$ cat src/verilog/acs_params.svh
// Register offsets, field masks, reset values and result limits of the measurement register group.
`ifndef ACS_PARAMS_SVH
`define ACS_PARAMS_SVH

`define ACS_OFF_DIS_A      8'h2F
`define ACS_OFF_DIS_B      8'h30
`define ACS_OFF_IBUS_HI    8'h31
`define ACS_OFF_IBUS_LO    8'h32
`define ACS_OFF_IBAT_HI    8'h33
`define ACS_OFF_IBAT_LO    8'h34
`define ACS_OFF_INPUT_POWER_BUS_HI    8'h35
`define ACS_OFF_INPUT_POWER_BUS_LO    8'h36

`define ACS_DIS_A_WMASK    8'hFE
`define ACS_DIS_B_WMASK    8'hF0
`define ACS_DIS_A_FIRST    7
`define ACS_DIS_A_COUNT    7
`define ACS_DIS_B_FIRST    7
`define ACS_DIS_B_COUNT    4
`define ACS_RST_DIS        8'h00
`define ACS_RST_RESULT     16'h0000
`define ACS_UNMAPPED_READ  8'h00

`define ACS_IBUS_MAX       16'h1388
`define ACS_IBUS_MIN       16'hEC78
`define ACS_IBAT_MAX       16'h1F40
`define ACS_IBAT_MIN       16'hE0C0
`define ACS_INPUT_POWER_BUS_MAX       16'h7530
`define ACS_INPUT_POWER_BUS_MIN       16'h0000

`endif

$ cat src/verilog/acs_pkg.sv
// Types shared by the measurement register group modules.
package acs_pkg;

  typedef enum logic [3:0] {
    ACS_CH_BUS_CUR,
    ACS_CH_BAT_CUR,
    ACS_CH_BUS_VOLT,
    ACS_CH_BAT_VOLT,
    ACS_CH_SYS_VOLT,
    ACS_CH_THERM,
    ACS_CH_DIE_TEMP,
    ACS_CH_DATA_PLUS,
    ACS_CH_DATA_MINUS,
    ACS_CH_SECOND_SRC,
    ACS_CH_FIRST_SRC
  } acs_chan_t;

  typedef enum logic [1:0] {
    ACS_SEQ_IDLE,
    ACS_SEQ_WAIT
  } acs_seq_t;

  typedef struct packed {
    acs_seq_t    seq;
    acs_chan_t   chan;
    logic        start;
    logic        busy;
    logic        pass_done;
    logic [7:0]  dis_a;
    logic [7:0]  dis_b;
    logic [7:0]  rdata;
    logic        rvalid;
    logic [7:0]  snap;
    logic [7:0]  snap_addr;
    logic        snap_vld;
  } acs_state_t;

  typedef struct packed {
    logic [15:0] value;
  } acs_res_state_t;

endpackage

$ cat src/verilog/acs_res_if.sv
// Carrier between the sequencer and one measurement result holder.
`timescale 1ns/1ps
`default_nettype none
interface acs_res_if;
  logic        load;
  logic [15:0] data;
  logic [15:0] value;
  modport writer (output load, output data, input value);
  modport keeper (input load, input data, output value);
endinterface
`default_nettype wire

$ cat src/verilog/acs_result.sv
// One 16-bit two's complement measurement result with range saturation.
`timescale 1ns/1ps
`default_nettype none
`include "acs_params.svh"
module acs_result #(
  parameter logic [15:0] MAX_VAL = `ACS_IBUS_MAX,
  parameter logic [15:0] MIN_VAL = `ACS_IBUS_MIN
) (
  input  wire logic     clock_i,
  input  wire logic     srst_i,
  acs_res_if.keeper     res
);

  acs_pkg::acs_res_state_t state_ff;
  acs_pkg::acs_res_state_t nxt_state;

  always_comb begin
    nxt_state = state_ff;
    // The sign is taken as the converter gives it; the signed value is clamped to MIN_VAL..MAX_VAL.
    if (res.load) begin
      if ($signed(res.data) > $signed(MAX_VAL)) begin
        nxt_state.value = MAX_VAL;
      end else if ($signed(res.data) < $signed(MIN_VAL)) begin
        nxt_state.value = MIN_VAL;
      end else begin
        nxt_state.value = res.data;
      end
    end
  end

  always_ff @(posedge clock_i) begin
    if (srst_i) begin
      state_ff.value <= `ACS_RST_RESULT;
    end else begin
      state_ff <= nxt_state;
    end
  end

  assign res.value = state_ff.value;

endmodule
`default_nettype wire

$ cat src/verilog/acs_meas_regs.sv
// Channel-disable registers, result registers and conversion sequencer of the monitor converter.
`timescale 1ns/1ps
`default_nettype none
`include "acs_params.svh"
// Operation
// - First disable register bits 7..1 gate channels.
// - Second disable register bits 7..4 gate channels.
// - Reserved bits read zero, ignore writes.
// - Disables clear on reset and register-reset command.
// - Results are 16-bit, read-only, zero after reset.
// - Bus current positive into mid power node.
// - Bus current 1 mA per bit, 5000 mA.
// - Battery current positive while charging.
// - Battery current 1 mA per bit, 8000 mA.
// - Bus voltage 1 mV per bit, 30000 mV.
// - Disable registers at 0x2F and 0x30.
// - Results at 0x31, 0x33, 0x35, two bytes.
// - Global enable gates all conversions.
// - Rate selects continuous or one-shot pass.
module acs_meas_regs #(
  parameter int NUM_CHAN = 11
) (
  input  wire logic        clock_i,
  input  wire logic        srst_i,
  input  wire logic [7:0]  reg_addr_i,
  input  wire logic        reg_wr_i,
  input  wire logic [7:0]  reg_wdata_i,
  input  wire logic        reg_rd_i,
  input  wire logic        reg_reset_cmd_i,
  input  wire logic        adc_en_i,
  input  wire logic        adc_one_shot_i,
  input  wire logic        conv_done_i,
  input  wire logic [15:0] conv_data_i,
  output logic [7:0]       reg_rdata_o,
  output logic             reg_rvalid_o,
  output logic             conv_start_o,
  output logic [3:0]       conv_chan_o,
  output logic [10:0]      chan_off_o,
  output logic             adc_busy_o,
  output logic             pass_done_o
);

  acs_pkg::acs_state_t state_ff;
  acs_pkg::acs_state_t nxt_state;

  acs_res_if ibus_if ();
  acs_res_if ibat_if ();
  acs_res_if input_power_bus_if ();

  logic [NUM_CHAN-1:0] off_vec;
  logic [4:0]          hit_next;
  logic [4:0]          hit_first;
  logic                take_result;

  // Lowest enabled channel at or above the start index; the top bit flags a hit.
  function automatic logic [4:0] find_from(input logic [NUM_CHAN-1:0] off,
                                           input logic [4:0] from);
    logic [4:0] res;
    res = 5'h00;
    for (int i = NUM_CHAN - 1; i >= 0; i--) begin
      if ((5'(i) >= from) && !off[i]) begin
        res = {1'b1, 4'(i)};
      end
    end
    return res;
  endfunction

  // Channel index order follows the bit order of the two disable registers.
  always_comb begin
    off_vec = '0;
    for (int i = 0; i < `ACS_DIS_A_COUNT; i++) begin
      off_vec[i] = state_ff.dis_a[`ACS_DIS_A_FIRST - i];
    end
    for (int j = 0; j < `ACS_DIS_B_COUNT; j++) begin
      off_vec[`ACS_DIS_A_COUNT + j] = state_ff.dis_b[`ACS_DIS_B_FIRST - j];
    end
  end

  assign hit_next  = find_from(off_vec, 5'({1'b0, state_ff.chan}) + 5'h01);
  assign hit_first = find_from(off_vec, 5'h00);

  // A result that finishes after its channel was disabled is dropped, so the old value holds.
  assign take_result = (state_ff.seq == acs_pkg::ACS_SEQ_WAIT) && conv_done_i && adc_en_i
                       && !off_vec[state_ff.chan];

  assign ibus_if.load = take_result && (state_ff.chan == acs_pkg::ACS_CH_BUS_CUR);
  assign ibat_if.load = take_result && (state_ff.chan == acs_pkg::ACS_CH_BAT_CUR);
  assign input_power_bus_if.load = take_result && (state_ff.chan == acs_pkg::ACS_CH_BUS_VOLT);
  // The converter already reports signed values in the documented direction and scale.
  assign ibus_if.data = conv_data_i;
  assign ibat_if.data = conv_data_i;
  assign input_power_bus_if.data = conv_data_i;

  always_comb begin
    nxt_state        = state_ff;
    nxt_state.start  = 1'b0;
    nxt_state.rvalid = 1'b0;

    if (!adc_en_i || !adc_one_shot_i) begin
      nxt_state.pass_done = 1'b0;
    end

    case (state_ff.seq)
      acs_pkg::ACS_SEQ_IDLE: begin
        if (adc_en_i && !(adc_one_shot_i && state_ff.pass_done) && hit_first[4]) begin
          nxt_state.chan  = acs_pkg::acs_chan_t'(hit_first[3:0]);
          nxt_state.start = 1'b1;
          nxt_state.seq   = acs_pkg::ACS_SEQ_WAIT;
        end
      end
      acs_pkg::ACS_SEQ_WAIT: begin
        if (!adc_en_i) begin
          nxt_state.seq = acs_pkg::ACS_SEQ_IDLE;
        end else if (conv_done_i) begin
          if (hit_next[4]) begin
            nxt_state.chan  = acs_pkg::acs_chan_t'(hit_next[3:0]);
            nxt_state.start = 1'b1;
          end else if (!adc_one_shot_i && hit_first[4]) begin
            nxt_state.chan  = acs_pkg::acs_chan_t'(hit_first[3:0]);
            nxt_state.start = 1'b1;
          end else begin
            nxt_state.seq       = acs_pkg::ACS_SEQ_IDLE;
            nxt_state.pass_done = adc_one_shot_i;
          end
        end
      end
      default: begin
        nxt_state.seq = acs_pkg::ACS_SEQ_IDLE;
      end
    endcase
    nxt_state.busy = (nxt_state.seq != acs_pkg::ACS_SEQ_IDLE);

    // The register-reset command wins over a write in the same cycle.
    if (reg_reset_cmd_i) begin
      nxt_state.dis_a = `ACS_RST_DIS;
      nxt_state.dis_b = `ACS_RST_DIS;
    end else if (reg_wr_i) begin
      if (reg_addr_i == `ACS_OFF_DIS_A) begin
        nxt_state.dis_a = reg_wdata_i & `ACS_DIS_A_WMASK;
      end else if (reg_addr_i == `ACS_OFF_DIS_B) begin
        nxt_state.dis_b = reg_wdata_i & `ACS_DIS_B_WMASK;
      end
    end

    // Reading a high byte freezes the matching low byte, so a two-byte read never tears
    // across a conversion update.
    if (reg_rd_i) begin
      nxt_state.rvalid = 1'b1;
      if (reg_addr_i == `ACS_OFF_DIS_A) begin
        nxt_state.rdata = state_ff.dis_a & `ACS_DIS_A_WMASK;
      end else if (reg_addr_i == `ACS_OFF_DIS_B) begin
        nxt_state.rdata = state_ff.dis_b & `ACS_DIS_B_WMASK;
      end else if (reg_addr_i == `ACS_OFF_IBUS_HI) begin
        nxt_state.rdata     = ibus_if.value[15:8];
        nxt_state.snap      = ibus_if.value[7:0];
        nxt_state.snap_addr = `ACS_OFF_IBUS_LO;
        nxt_state.snap_vld  = 1'b1;
      end else if (reg_addr_i == `ACS_OFF_IBAT_HI) begin
        nxt_state.rdata     = ibat_if.value[15:8];
        nxt_state.snap      = ibat_if.value[7:0];
        nxt_state.snap_addr = `ACS_OFF_IBAT_LO;
        nxt_state.snap_vld  = 1'b1;
      end else if (reg_addr_i == `ACS_OFF_INPUT_POWER_BUS_HI) begin
        nxt_state.rdata     = input_power_bus_if.value[15:8];
        nxt_state.snap      = input_power_bus_if.value[7:0];
        nxt_state.snap_addr = `ACS_OFF_INPUT_POWER_BUS_LO;
        nxt_state.snap_vld  = 1'b1;
      end else if (state_ff.snap_vld && (reg_addr_i == state_ff.snap_addr)) begin
        nxt_state.rdata    = state_ff.snap;
        nxt_state.snap_vld = 1'b0;
      end else if (reg_addr_i == `ACS_OFF_IBUS_LO) begin
        nxt_state.rdata = ibus_if.value[7:0];
      end else if (reg_addr_i == `ACS_OFF_IBAT_LO) begin
        nxt_state.rdata = ibat_if.value[7:0];
      end else if (reg_addr_i == `ACS_OFF_INPUT_POWER_BUS_LO) begin
        nxt_state.rdata = input_power_bus_if.value[7:0];
      end else begin
        nxt_state.rdata = `ACS_UNMAPPED_READ;
      end
    end
  end

  always_ff @(posedge clock_i) begin
    if (srst_i) begin
      state_ff.seq       <= acs_pkg::ACS_SEQ_IDLE;
      state_ff.chan      <= acs_pkg::ACS_CH_BUS_CUR;
      state_ff.start     <= 1'b0;
      state_ff.busy      <= 1'b0;
      state_ff.pass_done <= 1'b0;
      state_ff.dis_a     <= `ACS_RST_DIS;
      state_ff.dis_b     <= `ACS_RST_DIS;
      state_ff.rdata     <= 8'h00;
      state_ff.rvalid    <= 1'b0;
      state_ff.snap      <= 8'h00;
      state_ff.snap_addr <= 8'h00;
      state_ff.snap_vld  <= 1'b0;
    end else begin
      state_ff <= nxt_state;
    end
  end

  acs_result #(
    .MAX_VAL (`ACS_IBUS_MAX),
    .MIN_VAL (`ACS_IBUS_MIN)
  ) u_ibus (
    .clock_i (clock_i),
    .srst_i  (srst_i),
    .res     (ibus_if.keeper)
  );

  acs_result #(
    .MAX_VAL (`ACS_IBAT_MAX),
    .MIN_VAL (`ACS_IBAT_MIN)
  ) u_ibat (
    .clock_i (clock_i),
    .srst_i  (srst_i),
    .res     (ibat_if.keeper)
  );

  acs_result #(
    .MAX_VAL (`ACS_INPUT_POWER_BUS_MAX),
    .MIN_VAL (`ACS_INPUT_POWER_BUS_MIN)
  ) u_input_power_bus (
    .clock_i (clock_i),
    .srst_i  (srst_i),
    .res     (input_power_bus_if.keeper)
  );

  assign reg_rdata_o  = state_ff.rdata;
  assign reg_rvalid_o = state_ff.rvalid;
  assign conv_start_o = state_ff.start;
  assign conv_chan_o  = state_ff.chan;
  assign chan_off_o   = off_vec;
  assign adc_busy_o   = state_ff.busy;
  assign pass_done_o  = state_ff.pass_done;

endmodule
`default_nettype wire

$ cat config.mk
export PLATFORM = sky130hd
export DESIGN_NAME = acs_meas_regs
export DESIGN_NICKNAME = d
export VERILOG_FILES = /design/src/verilog/acs_pkg.sv /design/src/verilog/acs_res_if.sv /design/src/verilog/acs_result.sv /design/src/verilog/acs_meas_regs.sv
export VERILOG_INCLUDE_DIRS = /design/src /design/src/verilog
export SDC_FILE = /design/constraint.sdc
export NUM_CORES = 1
export LEC_CHECK = 0
export BUFFER_PORTS_ARGS = -buffer_cell sky130_fd_sc_hd__buf_2
export CORE_ASPECT_RATIO = 1.75
export CORE_MARGIN = 2
export CORE_UTILIZATION = 40
export CTS_CLUSTER_SIZE = 20
export DETAILED_ROUTE_END_ITERATION = 10
export GPL_ROUTABILITY_DRIVEN = 0
export PLACE_DENSITY = 0.56
export SYNTH_ARGS = -nofsm -noshare
export SYNTH_HDL_FRONTEND = slang
export SYNTH_SLANG_ARGS = --single-unit
$ cat constraint.sdc
create_clock -name clock_i -period 4.4 [get_ports clock_i]
set_input_delay 0.66 -clock clock_i [delete_from_list [all_inputs] [get_ports clock_i]]
set_output_delay 0.66 -clock clock_i [all_outputs]
set_load 0.01 [all_outputs]
## Yosys cells after proc, flatten, opt, wreduce, memory -nomap -nowiden

Cells that the tools add are included.

| storage, ports and cells | value |
|---|---|
| output and inout port bits | 27 |
| input port bits | 40 |
| logic and storage cells | 165 |
| register bits after elaboration | 94 |

| operators by class | value |
|---|---|
| reductions and logical operators | 50 |
| $lt $le $gt $ge | 18 |
| muxes and demuxes | 63 |
| bitwise gates (word level) | 2 |
| equality and inequality tests | 16 |
| add/sub/neg operators | 1 |

Operator list:

| kind | number |
|---|---|
| 5-bit 2-to-1 mux | 25 |
| 16-bit 2-to-1 mux | 7 |
| 8-bit 2-to-1 mux | 9 |
| 17-bit 2-to-1 mux | 4 |
| 8-bit by 6-bit equality test with 1-bit output, second input constant | 8 |
| 16-bit by 14-bit > comparator with 1-bit output, second input constant | 2 |
| 16-bit by 14-bit less-than comparator with 1-bit output, second input constant | 2 |
| 1-bit logical AND | 22 |
| 3-bit by 5-bit greater-or-equal comparator with 1-bit output, first input constant | 4 |
| 18-bit 2-to-1 mux | 1 |
| 16-bit > comparator, second input constant | 1 |
| 16-bit by 1-bit less-than comparator with 1-bit output, second input constant | 1 |
| 4-bit by 5-bit greater-or-equal comparator with 1-bit output, first input constant | 3 |
| 1-bit logical NOT | 15 |
| 7-bit 2-to-1 mux | 2 |
| 1-bit by 5-bit greater-or-equal comparator with 1-bit output, first input constant | 2 |
| 2-bit by 5-bit greater-or-equal comparator with 1-bit output, first input constant | 2 |
| 5-bit one-hot mux with 2 select lines | 1 |
| 1-bit 2-to-1 mux | 9 |
| 8-bit equality test | 1 |
| 4-bit AND reduction | 2 |
| 2-bit 2-to-1 mux | 3 |
| 2-bit != test, second input constant | 3 |
| 4-bit by 1-bit adder with 5-bit output, second input constant | 1 |
| other kinds (18) | 20 |

## Depth between registers and ports, before layout

Gate-level depths: netlist of the first run.

| logic depth | value |
|---|---|
| depth in word-level cells | 19 |
| mapped depth | 10 |
| gate-level depth less buffers | 9 |

## By module

A second synthesis of the first run with hierarchy kept.

| unflattened totals | value |
|---|---|
| cells, all modules | 715 |
| area, all modules | 5943.2 um^2 |

By module, submodules not included:

| module | cells each | area an instance (um^2) | seq. area each (um^2) | times used |
|---|---|---|---|---|
| acs_meas_regs | 452 | 3559.7 | 820.8 | 1 |
| acs_result at u_ibat | 86 | 823.3 | 320.3 | 1 |
| acs_result at u_ibus | 87 | 783.3 | 320.3 | 1 |
| acs_result at u_input_power_bus | 90 | 777.0 | 300.3 | 1 |

## Least setup slack after synthesis of the first run

No wires, ideal clock.

| timing path | value |
|---|---|
| path kind | register to register |
| start | reg state_ff (netlist bit conv_chan_o[0]) |
| end | reg state_ff (netlist bit conv_chan_o[1]) |
| setup slack | 1.812 ns |
| arrival time | 2.493 ns |
| cell stages (with the launch flop) | 10 |
| setup time | 0.095 ns |
| clock period less this slack | 2.588 ns |
| cell sequence | dfxtp_1 inv_1 ha_1 nor3b_2 a21o_1 a221oi_1 or3_4 o31ai_4 a21oi_1 a221oi_1 |

| between the ends | value |
|---|---|
| longest elaborated chain between the ends | 18 |
| elaborated cells between the ends (all ways) | 40 |

Ends and longest elaborated chain:

| item | RTL line | text |
|---|---|---|
| from (decl) | acs_meas_regs.sv:43 | `acs_pkg::acs_state_t state_ff;` |
| from (signal assigned) | acs_meas_regs.sv:198 | `state_ff <= nxt_state;` |
| 4-bit by 1-bit adder with 5-bit output (*) | acs_meas_regs.sv:79 | `assign hit_next = find_from(off_vec, 5'({1'b0, state_ff.chan}) + 5'h01);` |
| 4-bit by 5-bit greater-or-equal comparator with 1-bit output | acs_meas_regs.sv:61 | `if ((5'(i) >= from) && !off[i]) begin` |
| 1-bit logical AND | acs_meas_regs.sv:61 |  |
| 5-bit 2-to-1 mux (10 in a row) | acs_meas_regs.sv:61 |  |
| 5-bit 2-to-1 mux (*) | acs_meas_regs.sv:61 |  |
| 5-bit 2-to-1 mux | acs_meas_regs.sv:115 | `if (hit_next[4]) begin` |
| 7-bit 2-to-1 mux | acs_meas_regs.sv:114 | `end else if (conv_done_i) begin` |
| 5-bit 2-to-1 mux | acs_meas_regs.sv:112 | `if (!adc_en_i) begin` |
| 5-bit one-hot mux with 2 select lines | acs_meas_regs.sv:103 | `case (state_ff.seq)` |

Mark *: on every way between the ends. The rest lies on a longest branch, timed or not. The select of a mux whose other input is x is not followed.
A chain may end at the register's enable or synchronous reset.

## Worst setup path in the final report of the first run

Ends and elaborated chain as after synthesis.

==> reports/metrics.cfg, run 1 <==
[status]
outcome = completed

[worst_setup_path]
start_kind = flip-flop
worstReg2RegStart = conv_chan_o[0]$_SDFFE_PP0P_
path_max_fanout = 11
critPathArrivalTime_ps = 3500
worstReg2RegEnd = conv_chan_o[1]$_SDFFE_PP0P_
rr_worst_depth = 9
cp-end-kind = flip-flop
cp.required_ps = 4640
ff2ff_setup_slack_ps = 1150
worst-setup-path-type = reg2reg

[worst_hold_path]
holdPathStages = 2
hold_end = u_ibus.res.value[14]$_SDFFE_PP0P_
hold_class = reg2reg
worstHoldStart = u_ibus.res.value[14]$_SDFFE_PP0P_

[global_routing]
globalRouteOverflowTotal = 0
track_usage_pct = 22.34
first_global_vias = 4470
antenna_found_initial = 0
grt_max_degree = 36
grt_pass1_wl_um = 23890

[floorplan]
die_h_um = 153.2
start_util_pct = 40.91
ios = 67
chipWidth_um = 89.24
coreArea_um2 = 12430
core.rowCount = 54
die_area_um2 = 13670

[synthesis]
synth-simple-area-share_pct = 24.50
synth_xor_area_share_pct = 0.5166
ys_seq_elements = 88
synth_compound_area_share_pct = 25.17
synth_area_um2 = 5086
ys_warn_count = 0
synthFlopType = dfxtp_1
seq_area_frac_synth_pct = 34.64
syn_inst = 646
avgSynthCellArea_um2 = 7.873
async_reset_ff_share_pct = 0
synth_edf_count = 0
synth_fp_nets = 693
yosys.area_share.adder_pct = 1.722
synth_top_family_by_area = compound AO/OA/AOI/OAI gates
synthMuxAreaShare_pct = 4.600
synth_cell_types = 66

[sta]
min_period_ps = 3254
setup_tns_ps = 0
slew_violations = 0
hold_viol_final = 0
setup-violations-final = 0
max_freq_mhz = 307.3
period_share_pct = 73.96
fin_worst_skew_ps = 4.710
slew_headroom_pct = 27.99
max_slew.worst_pin.slew_ps = 1066
rsz0062_at_grt = no

[route]
totalWireLength_um = 15280
drc_errors = 0
drt_iter0_drc = 231
dr_total_vias = 4724
viasPerCell = 5.664
routedWlPerCell_um = 18.32
firstDrtPassIters = 5
antenna_left = 0

[clocking]
hold_buffers = 0
postCtsSetupBuffers = 0
clockBufferDepth = 2
path_clk_slew_ps = 60
cts_made_buffers = 9
tritoncts = done
post_cts_resized = 0
h-tree-depth = 3
ctsRootBufferMaster = clkbuf_16
insertion_delay_ps = 330
cts_num_sinks = 88

[final_layout]
n_antenna_cell = 0
drive_above_1_share_pct = 15.92
nets = 710
syn2layout_area_growth_pct = 9.668
fin_area_um2 = 5578

[place]
place_hpwl_um = 11600
portBuffers = 65
placed_area_um2 = 5301

[run]
max_cap_viol_count = 0

[power]
p_leak_nw = 2.026
powerDensity_nw_per_um2 = 303.5
irDropWorstVdd_mv = 0.1750

-- routing by layer --
| metal | share of wire [%] | global-route usage (%) | vias up |
|---|---|---|---|
| met4 | 4.3 | 10.87 | 0 |
| li1 | - | - | 2353 |
| met2 | 54 | 39.96 | 114 |
| met3 | 3.2 | 2.484 | 34 |
| met5 | 0 | 0 | - |
| met1 | 39 | 25.23 | 2223 |
-- stage by stage --
stage	instances	utilization, %	power [W]	worst slack, ps	hold WS (ps)
floorplan	646	-	0.0009206	1812	419.6
global placement	820	42.64	0.0009736	1179	436.4
detailed placement	820	42.64	0.0009764	1153	444.8
CTS	834	44.87	0.001710	1153	453.5
global route	834	44.87	0.001753	912.3	484.4
finish	834	44.87	0.001693	1146	447.4
-- flip-flops by register name, indices dropped and copies added, names as in the netlist --
name                         cells
reg_rdata_o                      8
pass_done_o                      1
conv_start_o                     1
u_input_power_bus.res.value     15
adc_busy_o                       1
chan_off_o                      11
state_ff                        14
u_ibat.res.value                16
conv_chan_o                      4
reg_rvalid_o                     1
u_ibus.res.value                16
-- cell usage in the layout, fill, tap and decap left out, types with 16 or more instances in the layout --
master,count
nor2_1,75
o21ai_0,28
a21oi_1,40
buf_2,65
nand3_1,23
nand2_1,75
dfxtp_1,88
a22oi_1,18
inv_1,22
nor3_1,16
-- cells in the mapped netlist, types with 4 or more instances --
library cell	number	area, µm²
dfxtp_1	88	1762
nand2_1	75	281.5
nor2_1	75	281.5
a21oi_1	40	200.2
o21ai_0	28	140.1
buf_4	26	195.2
clkbuf_1	24	90.09
nand3_1	23	115.1
inv_1	22	82.58
a22oi_1	18	135.1
nor3_1	16	80.08
nand2b_1	15	93.84
a221oi_1	14	122.6
a22o_1	12	105.1
mux2i_1	11	110.1
o211ai_1	10	75.07
buf_2	9	45.04
mux2_2	9	101.4
nand4_1	9	56.30
a311oi_1	8	70.07
ha_1	7	87.58
nor2b_1	7	43.79
a211oi_1	6	45.04
a31oi_1	5	31.28
and2_1	5	31.28
o22ai_1	5	31.28
o41ai_1	5	43.79
a21o_1	4	30.03
and3_1	4	25.02
or3_1	4	25.02
-- worst max-delay path by stage --
stage	startpoint	slack [ps]	endpoint	cells after the start
after floorplan	conv_chan_o[0]$_SDFFE_PP0P_	1810	conv_chan_o[1]$_SDFFE_PP0P_	9
after global placement	reg_addr_i[1]	1180	reg_rdata_o[1]$_SDFFE_PP0P_	7
after detailed placement	reg_addr_i[1]	1150	reg_rdata_o[2]$_SDFFE_PP0P_	7
after CTS	conv_chan_o[0]$_SDFFE_PP0P_	1150	conv_chan_o[1]$_SDFFE_PP0P_	9
after global routing	conv_chan_o[0]$_SDFFE_PP0P_	910	conv_chan_o[1]$_SDFFE_PP0P_	9
final	conv_chan_o[0]$_SDFFE_PP0P_	1150	conv_chan_o[1]$_SDFFE_PP0P_	9
-- report_power, final --
| part | internal (W) | switching [W] | leakage (nW) |
|---|---|---|---|
| Sequential | 0.000803 | 0.00000550 | 0.711 |
| Combinational | 0.0000502 | 0.0000995 | 1.18 |
| Clock | 0.000432 | 0.000302 | 0.134 |
| Total | 0.00129 | 0.000407 | 2.03 |
-- logic make-up after synthesis --
kind of cell    Yosys count
flops                    88
xor+xnor                  3
other cells               1
compound gates          183
simple gates            257
fa+ha+maj                 7
mux                      21
buf+inv                  86
-- cell type report --
type	instances	area, µm²
multi-input cells	472	2884
clock buffers	10	229.0
flip-flops and latches	88	1762
well taps	168	210.2
clock inverters	4	47.55
inverters	22	82.58
fillers	1347	6854
repair buffers	70	362.8
-- critical path, cell delays in order, from the launching register on --
cell and delay, ps:
dfxtp_1 600, inv_1 130, ha_1 430, nor3b_2 380
nor2_1 130, o311ai_1 460, nand3_1 270, o31ai_4 410
a21oi_1 70, a221oi_1 270
(Power assumes the default switching activity.)
==> run 2, diff against run 1 <==
--- a/config.mk
+++ b/config.mk
@@ -13,7 +13,7 @@
 export CTS_CLUSTER_SIZE = 20
 export DETAILED_ROUTE_END_ITERATION = 10
 export GPL_ROUTABILITY_DRIVEN = 0
-export PLACE_DENSITY = 0.56
+export PLACE_DENSITY = 0.58
 export SYNTH_ARGS = -nofsm -noshare
 export SYNTH_HDL_FRONTEND = slang
 export SYNTH_SLANG_ARGS = --single-unit
==> constraint.sdc (replaced) <==
create_clock -name clock_i -period 2.9 [get_ports clock_i]
set_input_delay 0.435 -clock clock_i [delete_from_list [all_inputs] [get_ports clock_i]]
set_output_delay 0.435 -clock clock_i [all_outputs]
set_load 0.01 [all_outputs]
==> run 2 against run 1 <==
Critical path depth stayed put; largest power group unchanged; clock power is 62% higher; largest cell class unchanged; final cell count is 3.2% higher.
==> reports/metrics.cfg, run 2 (synthesized netlist as in run 1, its figures left out) <==
[clocking]
path_clk_slew_ps = 70  ; about the same
cts_made_buffers = 9  ; unchanged
clockBufferDepth = 2  ; unchanged
ctsRootBufferMaster = clkbuf_16
tritoncts = done
insertion_delay_ps = 340  ; about the same
postCtsSetupBuffers = 0  ; unchanged
cts_num_sinks = 88  ; unchanged
h-tree-depth = 3  ; unchanged

[sta]
hold_viol_final = 0  ; unchanged
setup_tns_ps = 0  ; unchanged
setup-violations-final = 0  ; unchanged
fin_worst_skew_ps = 8.941  ; +4.231 ps
rsz0062_at_grt = no
layout_setup_ws_ps = 225.0  ; -920.7 ps
max_freq_mhz = 373.8  ; +22%
slew_violations = 0  ; unchanged
period_share_pct = 92.24  ; +18 points
max_slew.worst_pin.slew_ps = 968.7  ; -97.52 ps
slew_headroom_pct = 35.42  ; +7.4 points
min_period_ps = 2675  ; -579.3 ps

[power]
irDropWorstVdd_mv = 0.2340  ; +34%
p_leak_nw = 2.174  ; +7.3%
powerDensity_nw_per_um2 = 456.6  ; +50%

[route]
dr_total_vias = 4923  ; +4.2%
viasPerCell = 5.718  ; +0.94%
drc_errors = 0  ; unchanged
totalWireLength_um = 15580  ; +2.0%
firstDrtPassIters = 5  ; unchanged
routedWlPerCell_um = 18.10  ; -1.2%
drt_iter0_drc = 236  ; +2.2%
antenna_left = 0  ; unchanged

[floorplan]
chipWidth_um = 89.24  ; unchanged
core.rowCount = 54  ; unchanged
coreArea_um2 = 12430  ; unchanged
die_h_um = 153.2  ; unchanged
start_util_pct = 40.91  ; unchanged
ios = 67  ; unchanged
die_area_um2 = 13670  ; unchanged

[global_routing]
antenna_found_initial = 0  ; unchanged
globalRouteOverflowTotal = 0  ; unchanged
grt_pass1_wl_um = 25100  ; +5.0%
grt_max_degree = 43  ; +19%
track_usage_pct = 23.68  ; +1.3 points
first_global_vias = 4868  ; +8.9%

[worst_setup_path]
path_max_fanout = 10  ; -1
start_kind = flip-flop
critPathArrivalTime_ps = 2910  ; -590 ps
crit_start = conv_chan_o[0]$_SDFFE_PP0P_
worst-path-buf-inv = 1  ; unchanged
worst-setup-path-type = reg2reg
cp-end-kind = flip-flop
cp.required_ps = 3130  ; -1510 ps
cp_slowest_stage_delay_ps = 400  ; -200 ps
crit_end = conv_chan_o[1]$_SDFFE_PP0P_
slowest_stage = o31ai_4
rr_worst_depth = 9  ; unchanged
path_cells = buf_4, ha_1, nor3b_4, nor2_1, o311ai_2, nand3_1, o31ai_4, a21oi_1, a221oi_1
worstReg2RegStart = conv_chan_o[0]$_SDFFE_PP0P_
path_depth = 9  ; unchanged
worstReg2RegEnd = conv_chan_o[1]$_SDFFE_PP0P_
crit_family = compound AO/OA/AOI/OAI gates
ff2ff_setup_slack_ps = 230  ; -920 ps

[status]
outcome = completed

[final_layout]
n_antenna_cell = 0  ; unchanged
nets = 735  ; +3.5%
final_common_cell = dfxtp_1
final_cell_mix = dfxtp_1 (88), nand2_1 (75), nor2_1 (75), buf_2 (65), a21oi_1 (40)
drive_above_1_share_pct = 19.62  ; +3.7 points
reg_top3 = u_ibat.res.value x16, u_ibus.res.value x16, u_input_power_bus.res.value x15
syn2layout_area_growth_pct = 14.34

[place]
portBuffers = 65  ; unchanged
preCtsSetupSlack_ps = 116.9  ; -1037 ps
place_hpwl_um = 12220  ; +5.4%

[run]
max_cap_viol_count = 0  ; unchanged

[worst_hold_path]
hold_class = in2reg
holdPathStages = 3  ; +1

## run 2: layout make-up
| class | instances | area [µm²] |
|---|---|---|
| Fill cell | 1323 | 6616 |
| Multi-Input combinational cell | 472 | 2905 |
| Sequential cell | 88 | 1762 |
| Timing Repair Buffer | 95 | 550.5 |
| Clock buffer | 10 | 239.0 |
| Tap cell | 168 | 210.2 |
| Inverter | 22 | 82.58 |
| Clock inverter | 6 | 66.31 |
## run 2: report_power, final
part           total [W]  switching [W]  internal [W]
sequential       0.00122     0.00000635       0.00122
clock            0.00119       0.000495      0.000695
combinational   0.000241       0.000155     0.0000855
## run 2: per-layer routing
| layer | wire (µm) | vias to the layer above | share of wire (%) | track usage, % |
|---|---|---|---|---|
| li1 | - | 2411 | - | - |
| met4 | 856 | 0 | 5.5 | 12.58 |
| met3 | 541 | 53 | 3.5 | 3.186 |
| met1 | 5586 | 2307 | 36 | 24.44 |
| met2 | 8600 | 152 | 55 | 43.88 |
| met5 | 0 | - | 0 | 0 |
## run 2: how the worst min path moves through the flow
| stage | startpoint | endpoint | slack (ps) |
|---|---|---|---|
| 2_1_floorplan | u_ibat.res.value[14]$_SDFFE_PP0P_ | u_ibat.res.value[14]$_SDFFE_PP0P_ | 420 |
| 4_1_cts | reg_wdata_i[3] | chan_off_o[4]$_SDFFE_PP0P_ | 350 |
| 3_3_place_gp | u_ibat.res.value[14]$_SDFFE_PP0P_ | u_ibat.res.value[14]$_SDFFE_PP0P_ | 430 |
| 6_report | reg_wdata_i[2] | chan_off_o[5]$_SDFFE_PP0P_ | 360 |
| 5_1_grt | reg_wdata_i[1] | chan_off_o[6]$_SDFFE_PP0P_ | 340 |
| 3_5_place_dp | u_ibus.res.value[11]$_SDFFE_PP0P_ | u_ibus.res.value[11]$_SDFFE_PP0P_ | 440 |
## run 2: per-stage QoR
step	hold slack (ps)	std cells	area (µm²)	total power (W)	utilization, %
finish	355.2	861	5816	0.002656	46.78
global route	340.2	861	5816	0.002768	46.78
CTS	349.9	861	5794	0.002672	46.61
detailed placement	444.3	845	5489	0.001492	44.15
global placement	430.5	845	5489	0.001488	44.15
floorplan	419.6	646	5086	0.001397	-
## run 2: what timing repair did
item / CTS / global route
hold buffers: 0 / 0
gates resized for setup: 0 / 4
setup endpoints to repair: 0 / 2
## run 2: tightest hold or removal path: cells and delay by family
family | cells | cell delay, ps
compound gates | 1 | 60
simple gates | 1 | 50
buf+inv | 1 | 100
==> run 3, diff against run 2 <==
--- a/config.mk
+++ b/config.mk
@@ -6,14 +6,15 @@
 export SDC_FILE = /design/constraint.sdc
 export NUM_CORES = 1
 export LEC_CHECK = 0
-export BUFFER_PORTS_ARGS = -buffer_cell sky130_fd_sc_hd__buf_2
+export BUFFER_PORTS_ARGS = -buffer_cell sky130_fd_sc_hd__buf_4
+export CAP_MARGIN = 0
 export CORE_ASPECT_RATIO = 1.75
 export CORE_MARGIN = 2
 export CORE_UTILIZATION = 40
 export CTS_CLUSTER_SIZE = 20
 export DETAILED_ROUTE_END_ITERATION = 10
 export GPL_ROUTABILITY_DRIVEN = 0
-export PLACE_DENSITY = 0.58
+export PLACE_DENSITY = 0.56
 export SYNTH_ARGS = -nofsm -noshare
 export SYNTH_HDL_FRONTEND = slang
 export SYNTH_SLANG_ARGS = --single-unit
==> constraint.sdc (replaced) <==
create_clock -name clock_i -period 3.33 [get_ports clock_i]
set_input_delay 0.4995 -clock clock_i [delete_from_list [all_inputs] [get_ports clock_i]]
set_output_delay 0.4995 -clock clock_i [all_outputs]
set_load 0.01 [all_outputs]
==> run 3 against run 2 <==
Flip-flop and latch count stayed put; critical endpoint unchanged; final area about the same; non-clock buffer count is 16 lower; die area unchanged; clock power down 19%; clock skew is 1.5 ps lower; combinational power fell by 9.5%; largest cell class unchanged; utilization hardly changed; via count fell by 1.9%; largest power group unchanged; critical path depth unchanged; first-iteration DRC count rose by 31%.
==> reports/metrics.cfg, run 3 (synthesized netlist as in run 1, its figures left out) <==
[floorplan]
die_area_um2 = 13670  ; unchanged
coreArea_um2 = 12430  ; unchanged
die_h_um = 153.2  ; unchanged
ios = 67  ; unchanged
start_util_pct = 40.91  ; unchanged
chipWidth_um = 89.24  ; unchanged
core.rowCount = 54  ; unchanged

[clocking]
postCtsSetupBuffers = 0  ; unchanged
cts_made_buffers = 9  ; unchanged
path_clk_slew_ps = 70  ; about the same
ctsRootBufferMaster = clkbuf_16
cts_num_sinks = 88  ; unchanged
h-tree-depth = 3  ; unchanged
post_cts_resized = 0  ; unchanged
clockBufferDepth = 2  ; unchanged
tritoncts = done
hold_buffers = 0  ; unchanged
insertion_delay_ps = 340  ; about the same

[sta]
rsz0062_at_grt = no
max_freq_mhz = 336.6  ; -10%
slew_headroom_pct = 34.49  ; -0.93 points
layout_setup_ws_ps = 358.8  ; +133.8 ps
period_share_pct = 89.22  ; -3.0 points
setup-violations-final = 0  ; unchanged
hold_ws_ps = 409.9  ; +54.77 ps
fin_worst_skew_ps = 7.448  ; -1.493 ps
slew_violations = 0  ; unchanged
setup_tns_ps = 0  ; unchanged
min_period_ps = 2971  ; +296.2 ps
max_slew.worst_pin.slew_ps = 982.6  ; +13.89 ps
hold_viol_final = 0  ; unchanged

[place]
preCtsSetupSlack_ps = 409.4  ; +292.6 ps
dp_cells = 829  ; -1.9%
portBuffers = 65  ; unchanged
place_hpwl_um = 11700  ; -4.3%

[power]
power_w = 0.002250  ; -15%
powerDensity_nw_per_um2 = 387.1  ; -15%
p_leak_nw = 2.100  ; -3.4%
irDropWorstVdd_mv = 0.2414  ; +3.1%

[final_layout]
n_antenna_cell = 0  ; unchanged
final_cell_mix = dfxtp_1 (88), buf_4 (79), nand2_1 (75), nor2_1 (75), a21oi_1 (40)
multi_input_area_um2 = 2884  ; -0.73%
n_fill_cell = 1310  ; -0.98%
regArea_um2 = 1762  ; unchanged
final_common_cell = dfxtp_1
reg_top3 = u_ibat.res.value x16, u_ibus.res.value x16, u_input_power_bus.res.value x15
syn2layout_area_growth_pct = 14.32  ; about the same
final_cells = 845  ; -1.9%
nets = 719  ; -2.2%
drive_above_1_share_pct = 17.43  ; -2.2 points

[route]
totalWireLength_um = 15330  ; -1.7%
routedWlPerCell_um = 18.14  ; +0.20%
dr_total_vias = 4829  ; -1.9%
viasPerCell = 5.715  ; about the same
drc_errors = 0  ; unchanged
drt_iter0_drc = 310  ; +31%
antenna_left = 0  ; unchanged
firstDrtPassIters = 5  ; unchanged

[global_routing]
globalRouteOverflowTotal = 0  ; unchanged
track_usage_pct = 22.80  ; -0.87 points
antenna_found_initial = 0  ; unchanged
first_global_vias = 4549  ; -6.6%
grt_pass1_wl_um = 24010  ; -4.3%
grt_max_degree = 65  ; +51%

[worst_setup_path]
cp.required_ps = 3570  ; +440 ps
path_max_fanout = 7  ; -3
worst-setup-path-type = reg2reg
critPathArrivalTime_ps = 3210  ; +300 ps
cp-end-kind = flip-flop
ff2ff_setup_slack_ps = 360  ; +130 ps
start_kind = flip-flop

[run]
max_cap_viol_count = 0  ; unchanged

[worst_hold_path]
hold_class = in2reg

[status]
outcome = completed

-- run 3: cell types whose count changed in the layout (fill, tap and decap cells not counted), moves of 2 or more --
cell,change
clkinvlp_4,+4
buf_2,-65
buf_4,+49
clkinv_4,-2
-- run 3: power breakdown --
group	switching, W	total, W	leakage, nW	internal [W]
registers	0.00000550	0.00107	0.711	0.00106
clock network	0.000438	0.000966	0.127	0.000527
logic	0.000134	0.000218	1.26	0.0000844
-- run 3: final timing paths --
kind                                     startpoint                           endpoint  cells after the start
hold / removal                       reg_wdata_i[5]         chan_off_o[9]$_SDFFE_PP0P_                      3
setup / recovery        conv_chan_o[1]$_SDFFE_PP0P_        conv_chan_o[1]$_SDFFE_PP0P_                      9
setup reg to reg        conv_chan_o[1]$_SDFFE_PP0P_        conv_chan_o[1]$_SDFFE_PP0P_                      9
hold reg to reg   u_ibat.res.value[14]$_SDFFE_PP0P_  u_ibat.res.value[14]$_SDFFE_PP0P_                      2
-- run 3: critical path: stages (launching register included) --
cell and delay (ps):
dfxtp_1 340, inv_1 70, ha_1 410, nor3b_2 400, nor2_1 130, o311ai_1 470, nand3_1 290, o31ai_4 410
a21oi_1 70, a221oi_1 290
-- run 3: metrics by stage --
step	utilization [%]	instance area [µm²]
finish	46.77	5814
CTS	46.77	5814
global route	46.77	5814
detailed placement	44.49	5532
floorplan	-	5086
global placement	44.49	5532
-- run 3: layout make-up --
class,instances,area share [%]
clock buffers,10,4.110
clock inverters,6,0.7532
inverters,22,1.420
multi-input cells,472,49.60
flip-flops and latches,88,30.30
well taps,168,3.615
repair buffers,79,10.20
-- run 3: routing by layer --
| layer | vias up | GRT usage [%] | wire (µm) |
|---|---|---|---|
| li1 | 2383 | - | - |
| met1 | 2261 | 24.97 | 5856 |
| met2 | 150 | 41.45 | 8312 |
| met3 | 35 | 3.456 | 525 |
| met4 | 0 | 10.23 | 630 |
| met5 | - | 0 | 0 |
